File: src/logic/lgc_pkg.sv
// Contract
// - Two term arrays, outputs registered once or twice (reg_sel)
// - Twelve inputs shared by eight product terms
// - Term uses 1-12 inputs, true or inverted
// - Each output ORs up to eight terms
// - Eight-bit ALU, one operation per cycle
// - Selectable ALU operation, compares and conditions
// - Four working registers reachable by bus
// - Accumulators feed and receive ALU, compare
// - Operand registers only feed ALU, compare
// - Four-byte queues load or capture datapath values
// - Queues carry bulk data to and from bus
// - Cell clock run and reset selection
// - Queue direction: bus-in or bus-out
// - Eight 16-bit config words, routed select
`default_nettype none
package lgc_pkg;
  localparam int LGC_DW       = 8;   // Datapath width
  localparam int LGC_Q_DEPTH  = 4;   // Bytes per queue
  localparam int LGC_CFG_N    = 8;   // Config words
  localparam int LGC_CFG_AW   = 3;   // Config word select width
  localparam int LGC_PT_IN    = 12;  // Array inputs
  localparam int LGC_PT_TERMS = 8;   // Product terms per array
  localparam int LGC_PT_OUTS  = 4;   // Outputs per array

  // ALU operations held in a config word
  typedef enum logic [2:0] {
    LGC_OP_INC  = 3'h0,
    LGC_OP_DEC  = 3'h1,
    LGC_OP_ADD  = 3'h2,
    LGC_OP_SUB  = 3'h3,
    LGC_OP_AND  = 3'h4,
    LGC_OP_OR   = 3'h5,
    LGC_OP_XOR  = 3'h6,
    LGC_OP_PASS = 3'h7
  } lgc_op_t;

  // Where the ALU result goes
  localparam logic [1:0] LGC_DEST_NONE = 2'h0;
  localparam logic [1:0] LGC_DEST_A0   = 2'h1;
  localparam logic [1:0] LGC_DEST_A1   = 2'h2;
  localparam logic [1:0] LGC_DEST_BOTH = 2'h3;

  // Compare pairings
  localparam logic [1:0] LGC_CMP_A0D0 = 2'h0;
  localparam logic [1:0] LGC_CMP_A1D1 = 2'h1;
  localparam logic [1:0] LGC_CMP_A0A1 = 2'h2;
  localparam logic [1:0] LGC_CMP_A0D1 = 2'h3;

  // Queue direction seen from the bus
  localparam logic LGC_Q_IN  = 1'b0;
  localparam logic LGC_Q_OUT = 1'b1;

  // Bus register select
  typedef enum logic [2:0] {
    LGC_REG_ACC0 = 3'h0,
    LGC_REG_ACC1 = 3'h1,
    LGC_REG_OPR0 = 3'h2,
    LGC_REG_OPR1 = 3'h3,
    LGC_REG_Q0   = 3'h4,
    LGC_REG_Q1   = 3'h5
  } lgc_reg_t;

  // One 16-bit dynamic config word
  typedef struct packed {
    logic [1:0] rsvd;      // Reserved, ignored
    logic [1:0] cmp_sel;   // Compare pairing
    logic       push_src;  // 0: ALU result, 1: accumulator
    logic       push_en;   // Push into output queues
    logic       pop_acc;   // Pop input queues into accumulators
    logic       pop_opr;   // Pop input queues into operand regs
    logic [1:0] dest;      // ALU destination
    logic [1:0] srcb;      // B: opr0, opr1, acc0, acc1
    logic       srca;      // A: acc0 or acc1
    lgc_op_t    op;        // ALU operation
  } lgc_cfg_word_t;

  // Static configuration of one term array
  typedef struct packed {
    logic [LGC_PT_TERMS-1:0][LGC_PT_IN-1:0]    t_mask;   // True-input use
    logic [LGC_PT_TERMS-1:0][LGC_PT_IN-1:0]    c_mask;   // Inverted-input use
    logic [LGC_PT_OUTS-1:0][LGC_PT_TERMS-1:0]  or_mask;  // Terms per output
    logic [LGC_PT_OUTS-1:0]                    reg_sel;  // 1: registered out
  } lgc_pta_cfg_t;

  // Datapath condition outputs
  typedef struct packed {
    logic eq;     // Compare equal
    logic lt;     // Compare less than (unsigned)
    logic zero;   // ALU result all zeros
    logic ones;   // ALU result all ones
    logic carry;  // ALU carry or borrow
  } lgc_cond_t;
endpackage
`default_nettype wire

File: src/logic/lgc_pt_array.sv
`timescale 1ns/1ps
`default_nettype none
// Twelve-input, eight-term, four-output sum-of-products array
module lgc_pt_array (
  input  wire logic                             i_ref_clk,
  input  wire logic                             i_rst_n,
  input  wire logic [lgc_pkg::LGC_PT_IN-1:0]    i_in,
  input  wire lgc_pkg::lgc_pta_cfg_t            i_cfg,
  output logic      [lgc_pkg::LGC_PT_OUTS-1:0]  o_out
);
  import lgc_pkg::*;

  logic [LGC_PT_TERMS-1:0] term;      // Product term values
  logic [LGC_PT_OUTS-1:0]  sum;       // Combinational sums
  logic [LGC_PT_OUTS-1:0]  macro;     // Macrocell flops
  logic [LGC_PT_OUTS-1:0]  next_macro;

  // Terms and sums; an unused term reads 0 so it cannot force an output high
  always_comb begin
    for (int t = 0; t < LGC_PT_TERMS; t++) begin
      term[t] = (|(i_cfg.t_mask[t] | i_cfg.c_mask[t]))
        && (&(~i_cfg.t_mask[t] | i_in))
        && (&(~i_cfg.c_mask[t] | ~i_in));
    end
    for (int o = 0; o < LGC_PT_OUTS; o++) begin
      sum[o] = |(term & i_cfg.or_mask[o]);
    end
    next_macro = sum;
  end

  // Macrocell registers
  always_ff @(posedge i_ref_clk or negedge i_rst_n) begin
    if (!i_rst_n) begin
      macro <= '0;
    end else begin
      macro <= next_macro;
    end
  end

  // Per-output choice between flop and raw sum
  assign o_out = (i_cfg.reg_sel & macro) | (~i_cfg.reg_sel & sum);

  chk_sum_or_terms: assert property (
    @(posedge i_ref_clk) disable iff (!i_rst_n)
    (i_cfg.or_mask[0] == '0) |-> !sum[0])
    else $error("output with no terms is high");
endmodule
`default_nettype wire

File: src/logic/lgc_cell.sv
`timescale 1ns/1ps
`default_nettype none
// Configurable logic cell: two term arrays and an 8-bit datapath with queues
module lgc_cell #(
  parameter int Q_DEPTH = lgc_pkg::LGC_Q_DEPTH  // Bytes per queue
) (
  input  wire logic                             i_ref_clk,
  input  wire logic                             i_rst_n,
  input  wire logic                             i_route_rst,  // Reset from routing
  input  wire logic                             i_rst_sel,    // 1: honour routed reset
  input  wire logic                             i_route_en,   // Run level from routing
  input  wire logic                             i_run_sel,    // 1: gate by routed run
  input  wire logic [lgc_pkg::LGC_PT_IN-1:0]    i_pta0_in,
  input  wire logic [lgc_pkg::LGC_PT_IN-1:0]    i_pta1_in,
  input  wire lgc_pkg::lgc_pta_cfg_t            i_pta0_cfg,
  input  wire lgc_pkg::lgc_pta_cfg_t            i_pta1_cfg,
  output logic      [lgc_pkg::LGC_PT_OUTS-1:0]  o_pta0_out,
  output logic      [lgc_pkg::LGC_PT_OUTS-1:0]  o_pta1_out,
  input  wire logic                             i_cfg_we,
  input  wire logic [lgc_pkg::LGC_CFG_AW-1:0]   i_cfg_waddr,
  input  wire lgc_pkg::lgc_cfg_word_t           i_cfg_wdata,
  input  wire logic [lgc_pkg::LGC_CFG_AW-1:0]   i_cfg_sel,    // Routed word select
  input  wire logic [1:0]                       i_q_dir,      // Per queue direction
  input  wire logic                             i_bus_wr,
  input  wire logic                             i_bus_rd,
  input  wire lgc_pkg::lgc_reg_t                i_bus_reg,
  input  wire logic [lgc_pkg::LGC_DW-1:0]       i_bus_wdata,
  output logic      [lgc_pkg::LGC_DW-1:0]       o_bus_rdata,
  output logic                                  o_bus_rvalid,
  output lgc_pkg::lgc_cond_t                    o_cond,
  output logic      [1:0]                       o_q_empty,
  output logic      [1:0]                       o_q_full
);
  import lgc_pkg::*;

  localparam int CW = $clog2(Q_DEPTH + 1);   // Count width
  localparam int PW = $clog2(Q_DEPTH);       // Pointer width
  localparam logic [CW-1:0] Q_FULL = CW'(Q_DEPTH);
  localparam logic [PW-1:0] P_LAST = PW'(Q_DEPTH - 1);

  // Datapath state
  logic [1:0][LGC_DW-1:0]              acc, next_acc;     // Accumulators
  logic [1:0][LGC_DW-1:0]              opr, next_opr;     // Operand regs
  logic [1:0][Q_DEPTH-1:0][LGC_DW-1:0] q_mem, next_q_mem; // Queue storage
  logic [1:0][PW-1:0]                  q_rd, next_q_rd;
  logic [1:0][PW-1:0]                  q_wr, next_q_wr;
  logic [1:0][CW-1:0]                  q_cnt, next_q_cnt;
  lgc_cfg_word_t [LGC_CFG_N-1:0]       cfg_ram, next_cfg_ram;
  // Registered outputs
  logic [LGC_DW-1:0]                   next_rdata;
  logic                                next_rvalid;
  lgc_cond_t                           next_cond;
  logic [LGC_PT_OUTS-1:0]              pta0_raw, pta1_raw;
  // Working values
  lgc_cfg_word_t                       cw;                // Active word
  logic                                run, cell_clr;
  logic [LGC_DW-1:0]                   alu_a, alu_b, cmp_a, cmp_b;
  logic [LGC_DW:0]                     alu9;              // Result with carry
  logic [1:0]                          bus_push, bus_pop, dp_push, dp_pop;
  logic [1:0][LGC_DW-1:0]              q_head;

  // Both arrays share one module; each output registered once or twice, per reg_sel
  lgc_pt_array u_pta0 (
    .i_ref_clk (i_ref_clk),
    .i_rst_n   (i_rst_n),
    .i_in      (i_pta0_in),
    .i_cfg     (i_pta0_cfg),
    .o_out     (pta0_raw)
  );
  lgc_pt_array u_pta1 (
    .i_ref_clk (i_ref_clk),
    .i_rst_n   (i_rst_n),
    .i_in      (i_pta1_in),
    .i_cfg     (i_pta1_cfg),
    .o_out     (pta1_raw)
  );

  // Clock gating and reset selection folded into run and clear terms
  assign run      = !i_run_sel || i_route_en;
  assign cell_clr = i_rst_sel && i_route_rst;

  // Active config word chosen from routing each cycle
  assign cw = cfg_ram[i_cfg_sel];

  // ALU and compare operand selection
  always_comb begin
    alu_a = acc[cw.srca];
    alu_b = cw.srcb[1] ? acc[cw.srcb[0]] : opr[cw.srcb[0]];
    case (cw.op)
      LGC_OP_INC:  alu9 = {1'b0, alu_a} + 9'h001;
      LGC_OP_DEC:  alu9 = {1'b0, alu_a} - 9'h001;
      LGC_OP_ADD:  alu9 = {1'b0, alu_a} + {1'b0, alu_b};
      LGC_OP_SUB:  alu9 = {1'b0, alu_a} - {1'b0, alu_b};
      LGC_OP_AND:  alu9 = {1'b0, alu_a & alu_b};
      LGC_OP_OR:   alu9 = {1'b0, alu_a | alu_b};
      LGC_OP_XOR:  alu9 = {1'b0, alu_a ^ alu_b};
      LGC_OP_PASS: alu9 = {1'b0, alu_a};
      default:     alu9 = '0;
    endcase
    case (cw.cmp_sel)
      LGC_CMP_A0D0: begin cmp_a = acc[0]; cmp_b = opr[0]; end
      LGC_CMP_A1D1: begin cmp_a = acc[1]; cmp_b = opr[1]; end
      LGC_CMP_A0A1: begin cmp_a = acc[0]; cmp_b = acc[1]; end
      default:      begin cmp_a = acc[0]; cmp_b = opr[1]; end
    endcase
  end

  // Queue request qualification; refused requests touch nothing
  always_comb begin
    for (int k = 0; k < 2; k++) begin
      q_head[k]   = q_mem[k][q_rd[k]];
      bus_push[k] = i_bus_wr && (i_bus_reg == lgc_reg_t'(LGC_REG_Q0 + k))
                    && (i_q_dir[k] == LGC_Q_IN) && (q_cnt[k] != Q_FULL);
      bus_pop[k]  = i_bus_rd && (i_bus_reg == lgc_reg_t'(LGC_REG_Q0 + k))
                    && (i_q_dir[k] == LGC_Q_OUT) && (q_cnt[k] != '0);
      dp_pop[k]   = run && !cell_clr && (cw.pop_opr || cw.pop_acc)
                    && (i_q_dir[k] == LGC_Q_IN) && (q_cnt[k] != '0);
      dp_push[k]  = run && !cell_clr && cw.push_en
                    && (i_q_dir[k] == LGC_Q_OUT) && (q_cnt[k] != Q_FULL);
    end
  end

  // Next state of the datapath, queues, config RAM and outputs
  always_comb begin
    next_acc     = acc;
    next_opr     = opr;
    next_q_mem   = q_mem;
    next_q_rd    = q_rd;
    next_q_wr    = q_wr;
    next_q_cnt   = q_cnt;
    next_cfg_ram = cfg_ram;
    next_rvalid  = i_bus_rd;
    next_rdata   = '0;
    next_cond    = '0;
    if (i_cfg_we) begin
      next_cfg_ram[i_cfg_waddr] = i_cfg_wdata;
    end
    // ALU writes accumulators only; operand regs are never a destination
    if (run) begin
      if (cw.dest == LGC_DEST_A0 || cw.dest == LGC_DEST_BOTH) begin
        next_acc[0] = alu9[LGC_DW-1:0];
      end
      if (cw.dest == LGC_DEST_A1 || cw.dest == LGC_DEST_BOTH) begin
        next_acc[1] = alu9[LGC_DW-1:0];
      end
    end
    for (int k = 0; k < 2; k++) begin
      // Queue pops load operand regs or accumulators over the ALU result
      if (dp_pop[k] && cw.pop_opr) begin
        next_opr[k] = q_head[k];
      end
      if (dp_pop[k] && cw.pop_acc) begin
        next_acc[k] = q_head[k];
      end
      // Direction keeps push and pop on opposite sides of each queue
      if (bus_push[k] || dp_push[k]) begin
        next_q_mem[k][q_wr[k]] = bus_push[k] ? i_bus_wdata
                               : (cw.push_src ? acc[k] : alu9[LGC_DW-1:0]);
        next_q_wr[k]  = (q_wr[k] == P_LAST) ? '0 : q_wr[k] + PW'(1);
        next_q_cnt[k] = q_cnt[k] + CW'(1);
      end
      // A push and a pop in one cycle leave the count as it was
      if (bus_pop[k] || dp_pop[k]) begin
        next_q_rd[k]  = (q_rd[k] == P_LAST) ? '0 : q_rd[k] + PW'(1);
        next_q_cnt[k] = next_q_cnt[k] - CW'(1);
      end
    end
    // Firmware writes win over datapath loads in the same cycle
    if (i_bus_wr) begin
      case (i_bus_reg)
        LGC_REG_ACC0: next_acc[0] = i_bus_wdata;
        LGC_REG_ACC1: next_acc[1] = i_bus_wdata;
        LGC_REG_OPR0: next_opr[0] = i_bus_wdata;
        LGC_REG_OPR1: next_opr[1] = i_bus_wdata;
        default:      ;
      endcase
    end
    if (i_bus_rd) begin
      case (i_bus_reg)
        LGC_REG_ACC0: next_rdata = acc[0];
        LGC_REG_ACC1: next_rdata = acc[1];
        LGC_REG_OPR0: next_rdata = opr[0];
        LGC_REG_OPR1: next_rdata = opr[1];
        LGC_REG_Q0:   next_rdata = bus_pop[0] ? q_head[0] : '0;
        LGC_REG_Q1:   next_rdata = bus_pop[1] ? q_head[1] : '0;
        default:      next_rdata = '0;
      endcase
    end
    // Conditions follow the active word even while halted
    next_cond.eq    = (cmp_a == cmp_b);
    next_cond.lt    = (cmp_a < cmp_b);
    next_cond.zero  = (alu9[LGC_DW-1:0] == '0);
    next_cond.ones  = (&alu9[LGC_DW-1:0]);
    next_cond.carry = alu9[LGC_DW];
    // Routed reset clears datapath state but keeps the config RAM
    if (cell_clr) begin
      next_acc   = '0;
      next_opr   = '0;
      next_q_rd  = '0;
      next_q_wr  = '0;
      next_q_cnt = '0;
    end
  end

  // Registers
  always_ff @(posedge i_ref_clk or negedge i_rst_n) begin
    if (!i_rst_n) begin
      acc          <= '0;
      opr          <= '0;
      q_mem        <= '0;
      q_rd         <= '0;
      q_wr         <= '0;
      q_cnt        <= '0;
      cfg_ram      <= '0;
      o_bus_rdata  <= '0;
      o_bus_rvalid <= 1'b0;
      o_cond       <= '0;
      o_q_empty    <= 2'h3;
      o_q_full     <= 2'h0;
      o_pta0_out   <= '0;
      o_pta1_out   <= '0;
    end else begin
      acc          <= next_acc;
      opr          <= next_opr;
      q_mem        <= next_q_mem;
      q_rd         <= next_q_rd;
      q_wr         <= next_q_wr;
      q_cnt        <= next_q_cnt;
      cfg_ram      <= next_cfg_ram;
      o_bus_rdata  <= next_rdata;
      o_bus_rvalid <= next_rvalid;
      o_cond       <= next_cond;
      o_q_empty    <= {next_q_cnt[1] == '0, next_q_cnt[0] == '0};
      o_q_full     <= {next_q_cnt[1] == Q_FULL, next_q_cnt[0] == Q_FULL};
      o_pta0_out   <= pta0_raw;
      o_pta1_out   <= pta1_raw;
    end
  end

  chk_q_count_bound: assert property (
    @(posedge i_ref_clk) disable iff (!i_rst_n)
    q_cnt[0] <= Q_FULL && q_cnt[1] <= Q_FULL)
    else $error("queue count beyond depth");

  chk_full_write_kept: assert property (
    @(posedge i_ref_clk) disable iff (!i_rst_n)
    (i_bus_wr && i_bus_reg == LGC_REG_Q0 && q_cnt[0] == Q_FULL && !dp_pop[0] && !cell_clr
     && !bus_pop[0])
    |=> q_cnt[0] == Q_FULL && $stable(q_wr[0]) && $stable(q_mem[0]))
    else $error("write into full queue changed it");

  chk_empty_read_kept: assert property (
    @(posedge i_ref_clk) disable iff (!i_rst_n)
    (i_bus_rd && i_bus_reg == LGC_REG_Q1 && q_cnt[1] == '0 && !dp_push[1]
     && !bus_push[1] && !cell_clr)
    |=> q_cnt[1] == '0 && $stable(q_rd[1]) && o_bus_rdata == '0)
    else $error("read of empty queue changed it");

  chk_alu_add_acc: assert property (
    @(posedge i_ref_clk) disable iff (!i_rst_n)
    (run && !cell_clr && cw.op == LGC_OP_ADD && cw.dest == LGC_DEST_A1 && !cw.pop_acc
     && !(i_bus_wr && i_bus_reg == LGC_REG_ACC1))
    |=> acc[1] == $past(alu_a) + $past(alu_b))
    else $error("accumulator did not take the sum");

  chk_opr_no_alu: assert property (
    @(posedge i_ref_clk) disable iff (!i_rst_n)
    (!dp_pop[0] && !cell_clr && !(i_bus_wr && i_bus_reg == LGC_REG_OPR0)) |=> $stable(opr[0]))
    else $error("operand reg changed without load");

  chk_halt_hold: assert property (
    @(posedge i_ref_clk) disable iff (!i_rst_n)
    (!run && !cell_clr && !i_bus_wr && !i_bus_rd) |=> $stable(acc) && $stable(q_cnt))
    else $error("datapath moved while halted");

  chk_cmp_equal: assert property (
    @(posedge i_ref_clk) disable iff (!i_rst_n)
    (cw.cmp_sel == LGC_CMP_A0D0 && acc[0] == opr[0]) |=> o_cond.eq && !o_cond.lt)
    else $error("equal compare not flagged");

  chk_bus_read_acc: assert property (
    @(posedge i_ref_clk) disable iff (!i_rst_n)
    (i_bus_rd && i_bus_reg == LGC_REG_ACC1) |=> o_bus_rvalid && o_bus_rdata == $past(acc[1]))
    else $error("accumulator read wrong");

  chk_queue_order: assert property (
    @(posedge i_ref_clk) disable iff (!i_rst_n)
    (bus_pop[0] && !dp_push[0] && !cell_clr)
    |=> o_bus_rdata == $past(q_head[0]) && q_cnt[0] == $past(q_cnt[0]) - CW'(1))
    else $error("queue read out of order");

  chk_pta_registered: assert property (
    @(posedge i_ref_clk) disable iff (!i_rst_n)
    1'b1 |=> o_pta1_out == $past(pta1_raw))
    else $error("array output not registered");
endmodule
`default_nettype wire

File: config.mk
export PLATFORM = sky130hd
export DESIGN_NAME = lgc_cell
export DESIGN_NICKNAME = d
export VERILOG_FILES = /design/src/logic/lgc_pkg.sv /design/src/logic/lgc_pt_array.sv /design/src/logic/lgc_cell.sv
export SDC_FILE = /design/constraint.sdc
export NUM_CORES = 1
export LEC_CHECK = 0
export CAP_MARGIN = 20
export CELL_PAD_IN_SITES_DETAIL_PLACEMENT = 2
export CELL_PAD_IN_SITES_GLOBAL_PLACEMENT = 2
export CORE_AREA = 2 2 217 219
export CTS_BUF_LIST = sky130_fd_sc_hd__clkbuf_8
export CTS_CLUSTER_DIAMETER = 30
export DETAILED_ROUTE_END_ITERATION = 8
export DIE_AREA = 0 0 219 221
export DONT_BUFFER_PORTS = 1
export PLACE_DENSITY_LB_ADDON = 0.1
export SLEW_MARGIN = 40
export SYNTH_ARGS = -nofsm -noshare
export SYNTH_HDL_FRONTEND = slang
export SYNTH_SLANG_ARGS = --single-unit
export TNS_END_PERCENT = 5
File: constraint.sdc
create_clock -name i_ref_clk -period 5.57 [get_ports i_ref_clk]
set_clock_uncertainty 0.05 [all_clocks]
set_input_delay 0 -clock i_ref_clk [delete_from_list [all_inputs] [get_ports i_ref_clk]]
set_output_delay 0 -clock i_ref_clk [all_outputs]
set_load 0.05 [all_outputs]
==> results of run 1 <==
## state kept, by name (all words and copies together), names as in the netlist
| signal | cells |
|---|---|
| o_pta1_out | 4 |
| u_pta0.macro | 4 |
| q_wr | 4 |
| o_q_full | 2 |
| u_pta1.macro | 4 |
| o_pta0_out | 4 |
| q_cnt | 6 |
| o_cond | 5 |
| q_rd | 4 |
| o_bus_rvalid | 1 |
| cfg_ram | 112 |
| o_q_empty | 2 |
| q_mem | 64 |
| opr | 16 |
| acc | 16 |
| o_bus_rdata | 8 |
## stage by stage
step / cells / cell area, um2 / power, uW / setup WS (ns)
after floorplan: 1689 / 17600 / 5210 / 1.38
after global placement: 2233 / 18200 / 6170 / 0.653
after detailed placement: 2241 / 18300 / 6390 / 0.368
after CTS: 2455 / 20800 / 9370 / 0.234
after global routing: 2496 / 21000 / 10100 / 0.0505
final: 2502 / 21000 / 9590 / 0.352
## Yosys cell counts (all sizes together) (13+ instances only)
cell    number
mux4        52
nor2        99
nand2      136
a211oi      24
mux2       162
dfrtp      254
nor2b       16
inv         35
buf         13
nand4       75
a22oi       34
clkbuf      73
a21oi       76
o21ai       78
nor4       115
ha          45
mux2i      261
## area by class of cell
cell class / count / area (um2)
inverters: 36 / 135
fillers: 4715 / 25100
flip-flops and latches: 256 / 6410
clock inverters: 39 / 487
repair buffers: 133 / 1260
multi-input cells: 1311 / 10800
diodes: 45 / 113
well taps: 607 / 759
clock buffers: 75 / 1030
## metal layers
metal / wire (um) / global-route usage [%]
met4: 7880 / 27.6
met1: 34600 / 44.1
met2: 48800 / 68.9
met5: 156 / 0
met3: 8750 / 16.1
## worst min-delay path by stage
stage	from	end	slack, ns
final	i_rst_n	cfg_ram[8]	-0.99
after global routing	i_rst_n	q_mem[10]	-1.04
after floorplan	i_rst_n	acc[0]	-0.35
after CTS	i_rst_n	cfg_ram[8]	-1.06
after detailed placement	i_rst_n	u_pta1.macro[2]	-0.34
after global placement	i_rst_n	o_pta1_out[2]	-0.34
## worst max-delay path, stage by stage (launching register included)
cell	delay, ns
dfrtp_1	0.41
mux4_2	0.51
mux2i_4	0.47
mux2i_1	0.32
nor4_4	0.55
nand2_1	0.15
and3_1	0.20
o21ai_0	0.15
a21oi_1	0.09
ha_1	0.35
or3_1	0.36
a31oi_1	0.20
buf_4	0.22
a21oi_1	0.12
a21oi_1	0.25
a21oi_1	0.10
dlygate4sd3_1	0.59
## where the power goes
| group | internal (uW) | switching (uW) | total, uW |
|---|---|---|---|
| Sequential | 2360 | 659 | 3020 |
| Combinational | 1590 | 2170 | 3760 |
| Clock | 1740 | 1070 | 2810 |
## cell usage in the layout (no fill, tap or decap), drive strengths merged, types with 44 or more instances in the layout
cell type      n
a21oi         76
clkbuf        75
dfrtp        254
diode         45
dlygate4sd3   99
ha            45
inv           44
mux2         162
mux2i        261
mux4          52
nand2        136
nand4         75
nor2          99
nor4         115
o21ai         78
## repair_timing
action                                  4_1_cts  5_1_grt
resized for setup                             0        3
hold buffers                                100        1
buffers inserted                              0        1
hold endpoints to repair                    509      275
endpoints found under the setup margin        0        9
## kinds of logic after synthesis
kind of cell	synth area share, %
buffers and inverters	2.82
XOR/XNOR	0.599
AND/OR/NAND/NOR	14.6
multiplexers	32.3
flip-flops	36.5
adder cells (fa/ha/maj)	3.32
AO/OA/AOI/OAI	9.92
==> results.py, run 1 <==
metrics = {
    "worst_setup_path": {
        "cp-endpoint": "acc[5]",
        "cp-startpoint": "cfg_ram[85]",
        "required_ns": 6.07,
        "arrival_ns": 5.72,
        "r2r_start": "cfg_ram[85]",
        "worst_setup_path_start_kind": "flip-flop",
        "crit_fanout": 8,
        "r2r_end": "acc[5]",
        "r2r_setup_slack_ns": 0.35,
        "r2r_cells": 16,
        "critPathKind": "flip-flop to flip-flop",
        "end_kind": "flip-flop",
    },
    "timing": {
        "final_max_slew_viol_count": 0,
        "setup-tns-final_ns": 0,
        "hold_viol": 256,
        "min_period_over_period_pct": 93.7,
        "min_period_ns": 5.22,
        "fin_hold_ws_ns": -0.990,
        "worst_pin_slew_ns": 0.832,
        "slew_headroom_pct": 44.0,
        "fmax_mhz": 192,
        "final-setup-viol-count": 0,
        "rsz0062_at_grt": "false",
    },
    "cts": {
        "clkTransAtPathRegs_ns": 0.07,
        "cts_buffers": 61,
        "clockBufferDepth": 3,
        "htree_levels": 2,
        "cts.root.buffer_cell": "clkbuf_8",
        "cts_sinks": 256,
        "cts_tree": "yes",
        "insertion_delay_ns": 0.69,
    },
    "global_route": {
        "globalRouteOverflowTotal": 0,
        "grt_max_degree": 257,
        "grt_usage_pct": 41.7,
        "grt_pass1_wl_mm": 144,
        "grt_pass1_vias": 18700,
        "grt_antenna_before_repair": 29,
    },
    "hold_path": {
        "hold_class": "input port to asynchronous set/reset pin",
    },
    "yosys": {
        "avgSynthCellArea_um2": 10.4,
        "synth-seq-cells": 256,
        "netlist_instances": 1689,
        "netlist_area_um2": 17600,
        "synth_edf_count": 0,
        "synth_top_area_share_pct": 36.2,
        "yosysWarnings": 0,
        "synthArstFlopShare_pct": 100,
        "yosys.area.top_type": "dfrtp_1",
        "ys.flop_type": "dfrtp_1",
        "synth_cell_types": 66,
        "yosysSeqAreaShare_pct": 36.5,
        "syn_nets": 2259,
        "synthTopCellsByArea": "dfrtp_1 (36%), mux2i_1 (15%), mux2_2 (10%), mux4_2 (6.7%), nor4_1 (4.1%)",
    },
    "drt": {
        "vias": 16500,
        "vias_per_cell": 6.59,
        "final_antenna_net_count": 0,
        "drt_iter0_drc": 1107,
        "dr.pass1.iters": 5,
        "drc_errors": 0,
        "totalWireLength_mm": 100,
        "wl_per_cell_um": 40.0,
    },
    "floorplanning": {
        "rows": 79,
        "ios": 550,
        "core_area_um2": 46100,
        "chipWidth_um": 219,
        "die_area_um2": 48400,
        "start_util_pct": 38.1,
        "die_h_um": 221,
    },
    "power": {
        "p_leak_uw": 0.00900,
        "powerDensity_nw_per_um2": 457,
        "ir_drop_uv": 359,
    },
    "placement": {
        "port-buffer-count": 0,
        "place_congestion": 1.02,
        "place_hpwl_mm": 69.6,
    },
    "finish": {
        "nets": 2369,
        "drive_gt1_share_pct": 21.4,
        "final_util_pct": 45.6,
        "area_delta_synth_final_pct": 19.7,
    },
    "status": {
        "violations": "hold timing",
        "status": "complete, but fails checks",
    },
    "job": {
        "max-cap-violations": 0,
    },
}
Power figures use the tool's default switching activity.
==> run 2: changes to the inputs <==
--- a/config.mk
+++ b/config.mk
@@ -5,14 +5,15 @@
 export SDC_FILE = /design/constraint.sdc
 export NUM_CORES = 1
 export LEC_CHECK = 0
+export ABC_AREA = 1
 export CAP_MARGIN = 20
 export CELL_PAD_IN_SITES_DETAIL_PLACEMENT = 2
 export CELL_PAD_IN_SITES_GLOBAL_PLACEMENT = 2
-export CORE_AREA = 2 2 217 219
+export CORE_MARGIN = 1
+export CORE_UTILIZATION = 35
 export CTS_BUF_LIST = sky130_fd_sc_hd__clkbuf_8
 export CTS_CLUSTER_DIAMETER = 30
 export DETAILED_ROUTE_END_ITERATION = 8
-export DIE_AREA = 0 0 219 221
 export DONT_BUFFER_PORTS = 1
 export PLACE_DENSITY_LB_ADDON = 0.1
 export SLEW_MARGIN = 40
==> results.py, run 2 <==
metrics = {
    "drt": {
        "totalWireLength_mm": 156,
        "dr.pass1.iters": 5,
        "drt_iter0_drc": 2752,
        "wl_per_cell_um": 37.2,
        "final_antenna_net_count": 0,
        "vias_per_cell": 6.75,
        "vias": 28300,
        "drc_errors": 0,
    },
    "timing": {
        "min_period_over_period_pct": 95.3,
        "final_max_slew_viol_count": 0,
        "fin_hold_ws_ns": -1.04,
        "rsz0062_at_grt": "false",
        "setup-tns-final_ns": 0,
        "worst_pin_slew_ns": 0.859,
        "final-setup-viol-count": 0,
        "hold_viol": 256,
        "slew_headroom_pct": 42.7,
        "min_period_ns": 5.31,
        "fmax_mhz": 188,
    },
    "floorplanning": {
        "chipWidth_um": 247,
        "rows": 89,
        "die_h_um": 247,
        "start_util_pct": 35.5,
        "ios": 550,
        "core_area_um2": 59000,
        "die_area_um2": 60800,
    },
    "finish": {
        "nets": 3917,
        "design_area_um2": 24100,
        "fill_cells": 7081,
        "stdcell_count": 4200,
        "drive_gt1_share_pct": 6.13,
        "layout_common_cells": "nand2_1 (931), inv_1 (450), o21ai_0 (344)",
        "area_delta_synth_final_pct": 15.1,
        "reg_top3": "cfg_ram: 112 flops, q_mem: 64 flops",
        "final_util_pct": 40.9,
        "final_common_cell": "nand2_1",
        "largest-register": "cfg_ram",
        "largest_reg_flops": 112,
    },
    "worst_setup_path": {
        "end_kind": "flip-flop",
        "crit_fanout": 11,
        "required_ns": 6.13,
        "worst_setup_path_start_kind": "flip-flop",
        "cp-startpoint": "cfg_ram[53]",
        "critPathKind": "flip-flop to flip-flop",
        "arrival_ns": 5.87,
        "r2r_start": "cfg_ram[53]",
    },
    "placement": {
        "dpl_cell_area_um2": 21500,
        "port-buffer-count": 0,
        "place_congestion": 1.09,
        "dp_cells": 3952,
        "place_hpwl_mm": 102,
    },
    "cts": {
        "insertion_delay_ns": 0.73,
        "clkTransAtPathRegs_ns": 0.07,
        "cts.root.buffer_cell": "clkbuf_8",
        "cts_hold_buf": 110,
        "postCtsSetupRepairBufs": 0,
        "htree_levels": 2,
        "cts_buffers": 56,
        "cts_sinks": 256,
        "clockBufferDepth": 3,
        "cts_tree": "yes",
    },
    "global_route": {
        "grt_use_met1_pct": 54.3,
        "busiest_layer": "met2",
        "grt_usage_pct": 50.2,
        "grt_pass1_wl_mm": 222,
        "grt_antenna_before_repair": 40,
        "grt_util_met2_pct": 82.0,
        "grt_pass1_vias": 31200,
        "globalRouteOverflowTotal": 0,
        "use_met3_pct": 17.5,
        "grt_max_degree": 257,
    },
    "yosys": {
        "synth_edf_count": 0,
        "synthArstFlopShare_pct": 100,
        "synthTopCellsByArea": "dfrtp_1 (30%), nand2_1 (17%), o21ai_0 (8.2%), inv_1 (8.0%), nand3_1 (4.7%)",
        "yosysWarnings": 0,
        "synth_cell_types": 64,
        "yosysMostFrequentCell": "nand2_1",
        "netlist_area_um2": 20900,
        "avgSynthCellArea_um2": 6.40,
        "ys.flop_type": "dfrtp_1",
        "synth_top_area_share_pct": 30.3,
        "synth-seq-cells": 256,
        "synthTopCellsByCount": "nand2_1 (937), inv_1 (447), o21ai_0 (345), dfrtp_1 (254), nor2_1 (250)",
        "yosysSeqAreaShare_pct": 30.6,
        "netlist_instances": 3274,
        "yosys.area.top_type": "dfrtp_1",
        "syn_nets": 3844,
    },
    "power": {
        "ir_drop_uv": 275,
        "p_total_uw": 9890,
        "p_leak_uw": 0.0118,
        "powerDensity_nw_per_um2": 410,
    },
    "job": {
        "max-cap-violations": 0,
    },
    "status": {
        "violations": "hold timing",
        "status": "complete, but fails checks",
    },
    "hold_path": {
        "hold_class": "input port to asynchronous set/reset pin",
    },
}
==> run 2: logic make-up (layout without fill, tap and decap cells) <==
group | after synthesis | count (layout) | share of synthesized area [%]
simple gates | 1708 | 1708 | 35.9
compound gates | 681 | 681 | 19.5
buf+inv | 578 | 696 | 11.0
flops | 256 | 256 | 30.6
fa+ha+maj | 46 | 46 | 2.78
xor+xnor | 5 | 5 | 0.209
other cells | 0 | 35 | 0
==> run 2: layout make-up <==
cell class                 count  area (um2)  share of cell area (%)
antenna                       35        87.6                   0.363
clock buffer                  69         950                    3.94
sequential                   256        6410                    26.6
inverter                     475        1790                    7.40
clock inverter                34         477                    1.98
multi-input combinational   2440       12300                    50.9
tap                          773         967                    4.01
timing repair buffer         118        1160                    4.82
==> run 2: routing by layer <==
| metal | vias to the layer above | part of all wire, % | routed length (um) |
|---|---|---|---|
| li1 | 11200 | - | - |
| met1 | 14200 | 35 | 54700 |
| met2 | 2113 | 46 | 72000 |
| met3 | 778 | 11 | 16800 |
| met4 | 22 | 8.1 | 12600 |
| met5 | - | 0.14 | 214 |
==> run 2: power by group <==
group,switching [uW],internal [uW],leakage (uW)
clock network,1230,1650,0.000732
logic,2840,1080,0.00779
registers,724,2360,0.00330
==> run 2: per-stage QoR <==
stage / worst slack [ns] / hold WS, ns
3_3_place_gp: 0.994 / -0.341
4_1_cts: 0.457 / -1.05
5_1_grt: 0.152 / -1.04
2_1_floorplan: 2.13 / -0.346
3_5_place_dp: 0.651 / -0.341
6_report: 0.260 / -1.04
==> run 2: timing repair <==
item                       4_1_cts  5_1_grt
gates resized for setup          0        1
setup endpoints to repair        0        5
hold endpoints to repair       506      256
==> run 2: path summary, 6_finish.rpt <==
path	endpoint	slack (ns)	cells after the start
setup / recovery	q_mem[30]	0.26	25
hold / removal	cfg_ram[114]	-1.04	0
setup reg to reg	q_mem[30]	0.26	25
hold reg to reg	q_mem[34]	0.45	2
max in group asynchronous	q_mem[24]	5.92	0
min in group i_ref_clk	acc[1]	0.07	6
==> run 2: critical path, stage by stage (launching register included) <==
cell	delay, ns
dfrtp_1	0.42
nand2_1	0.12
nand3_1	0.13
nand2_1	0.09
nand2_1	0.10
nand2_1	0.47
inv_1	0.26
o211ai_1	0.18
nand2_1	0.18
nand2_1	0.21
nand2_1	0.08
o221ai_1	0.17
inv_1	0.11
fa_1	0.43
nand2_1	0.13
inv_1	0.08
o21ai_0	0.17
nand2_1	0.12
a21oi_1	0.20
o21bai_1	0.12
and2_1	0.18
o21ai_1	0.40
nand3_1	0.22
nand3_1	0.22
nand3_1	0.18
nand2_1	0.19
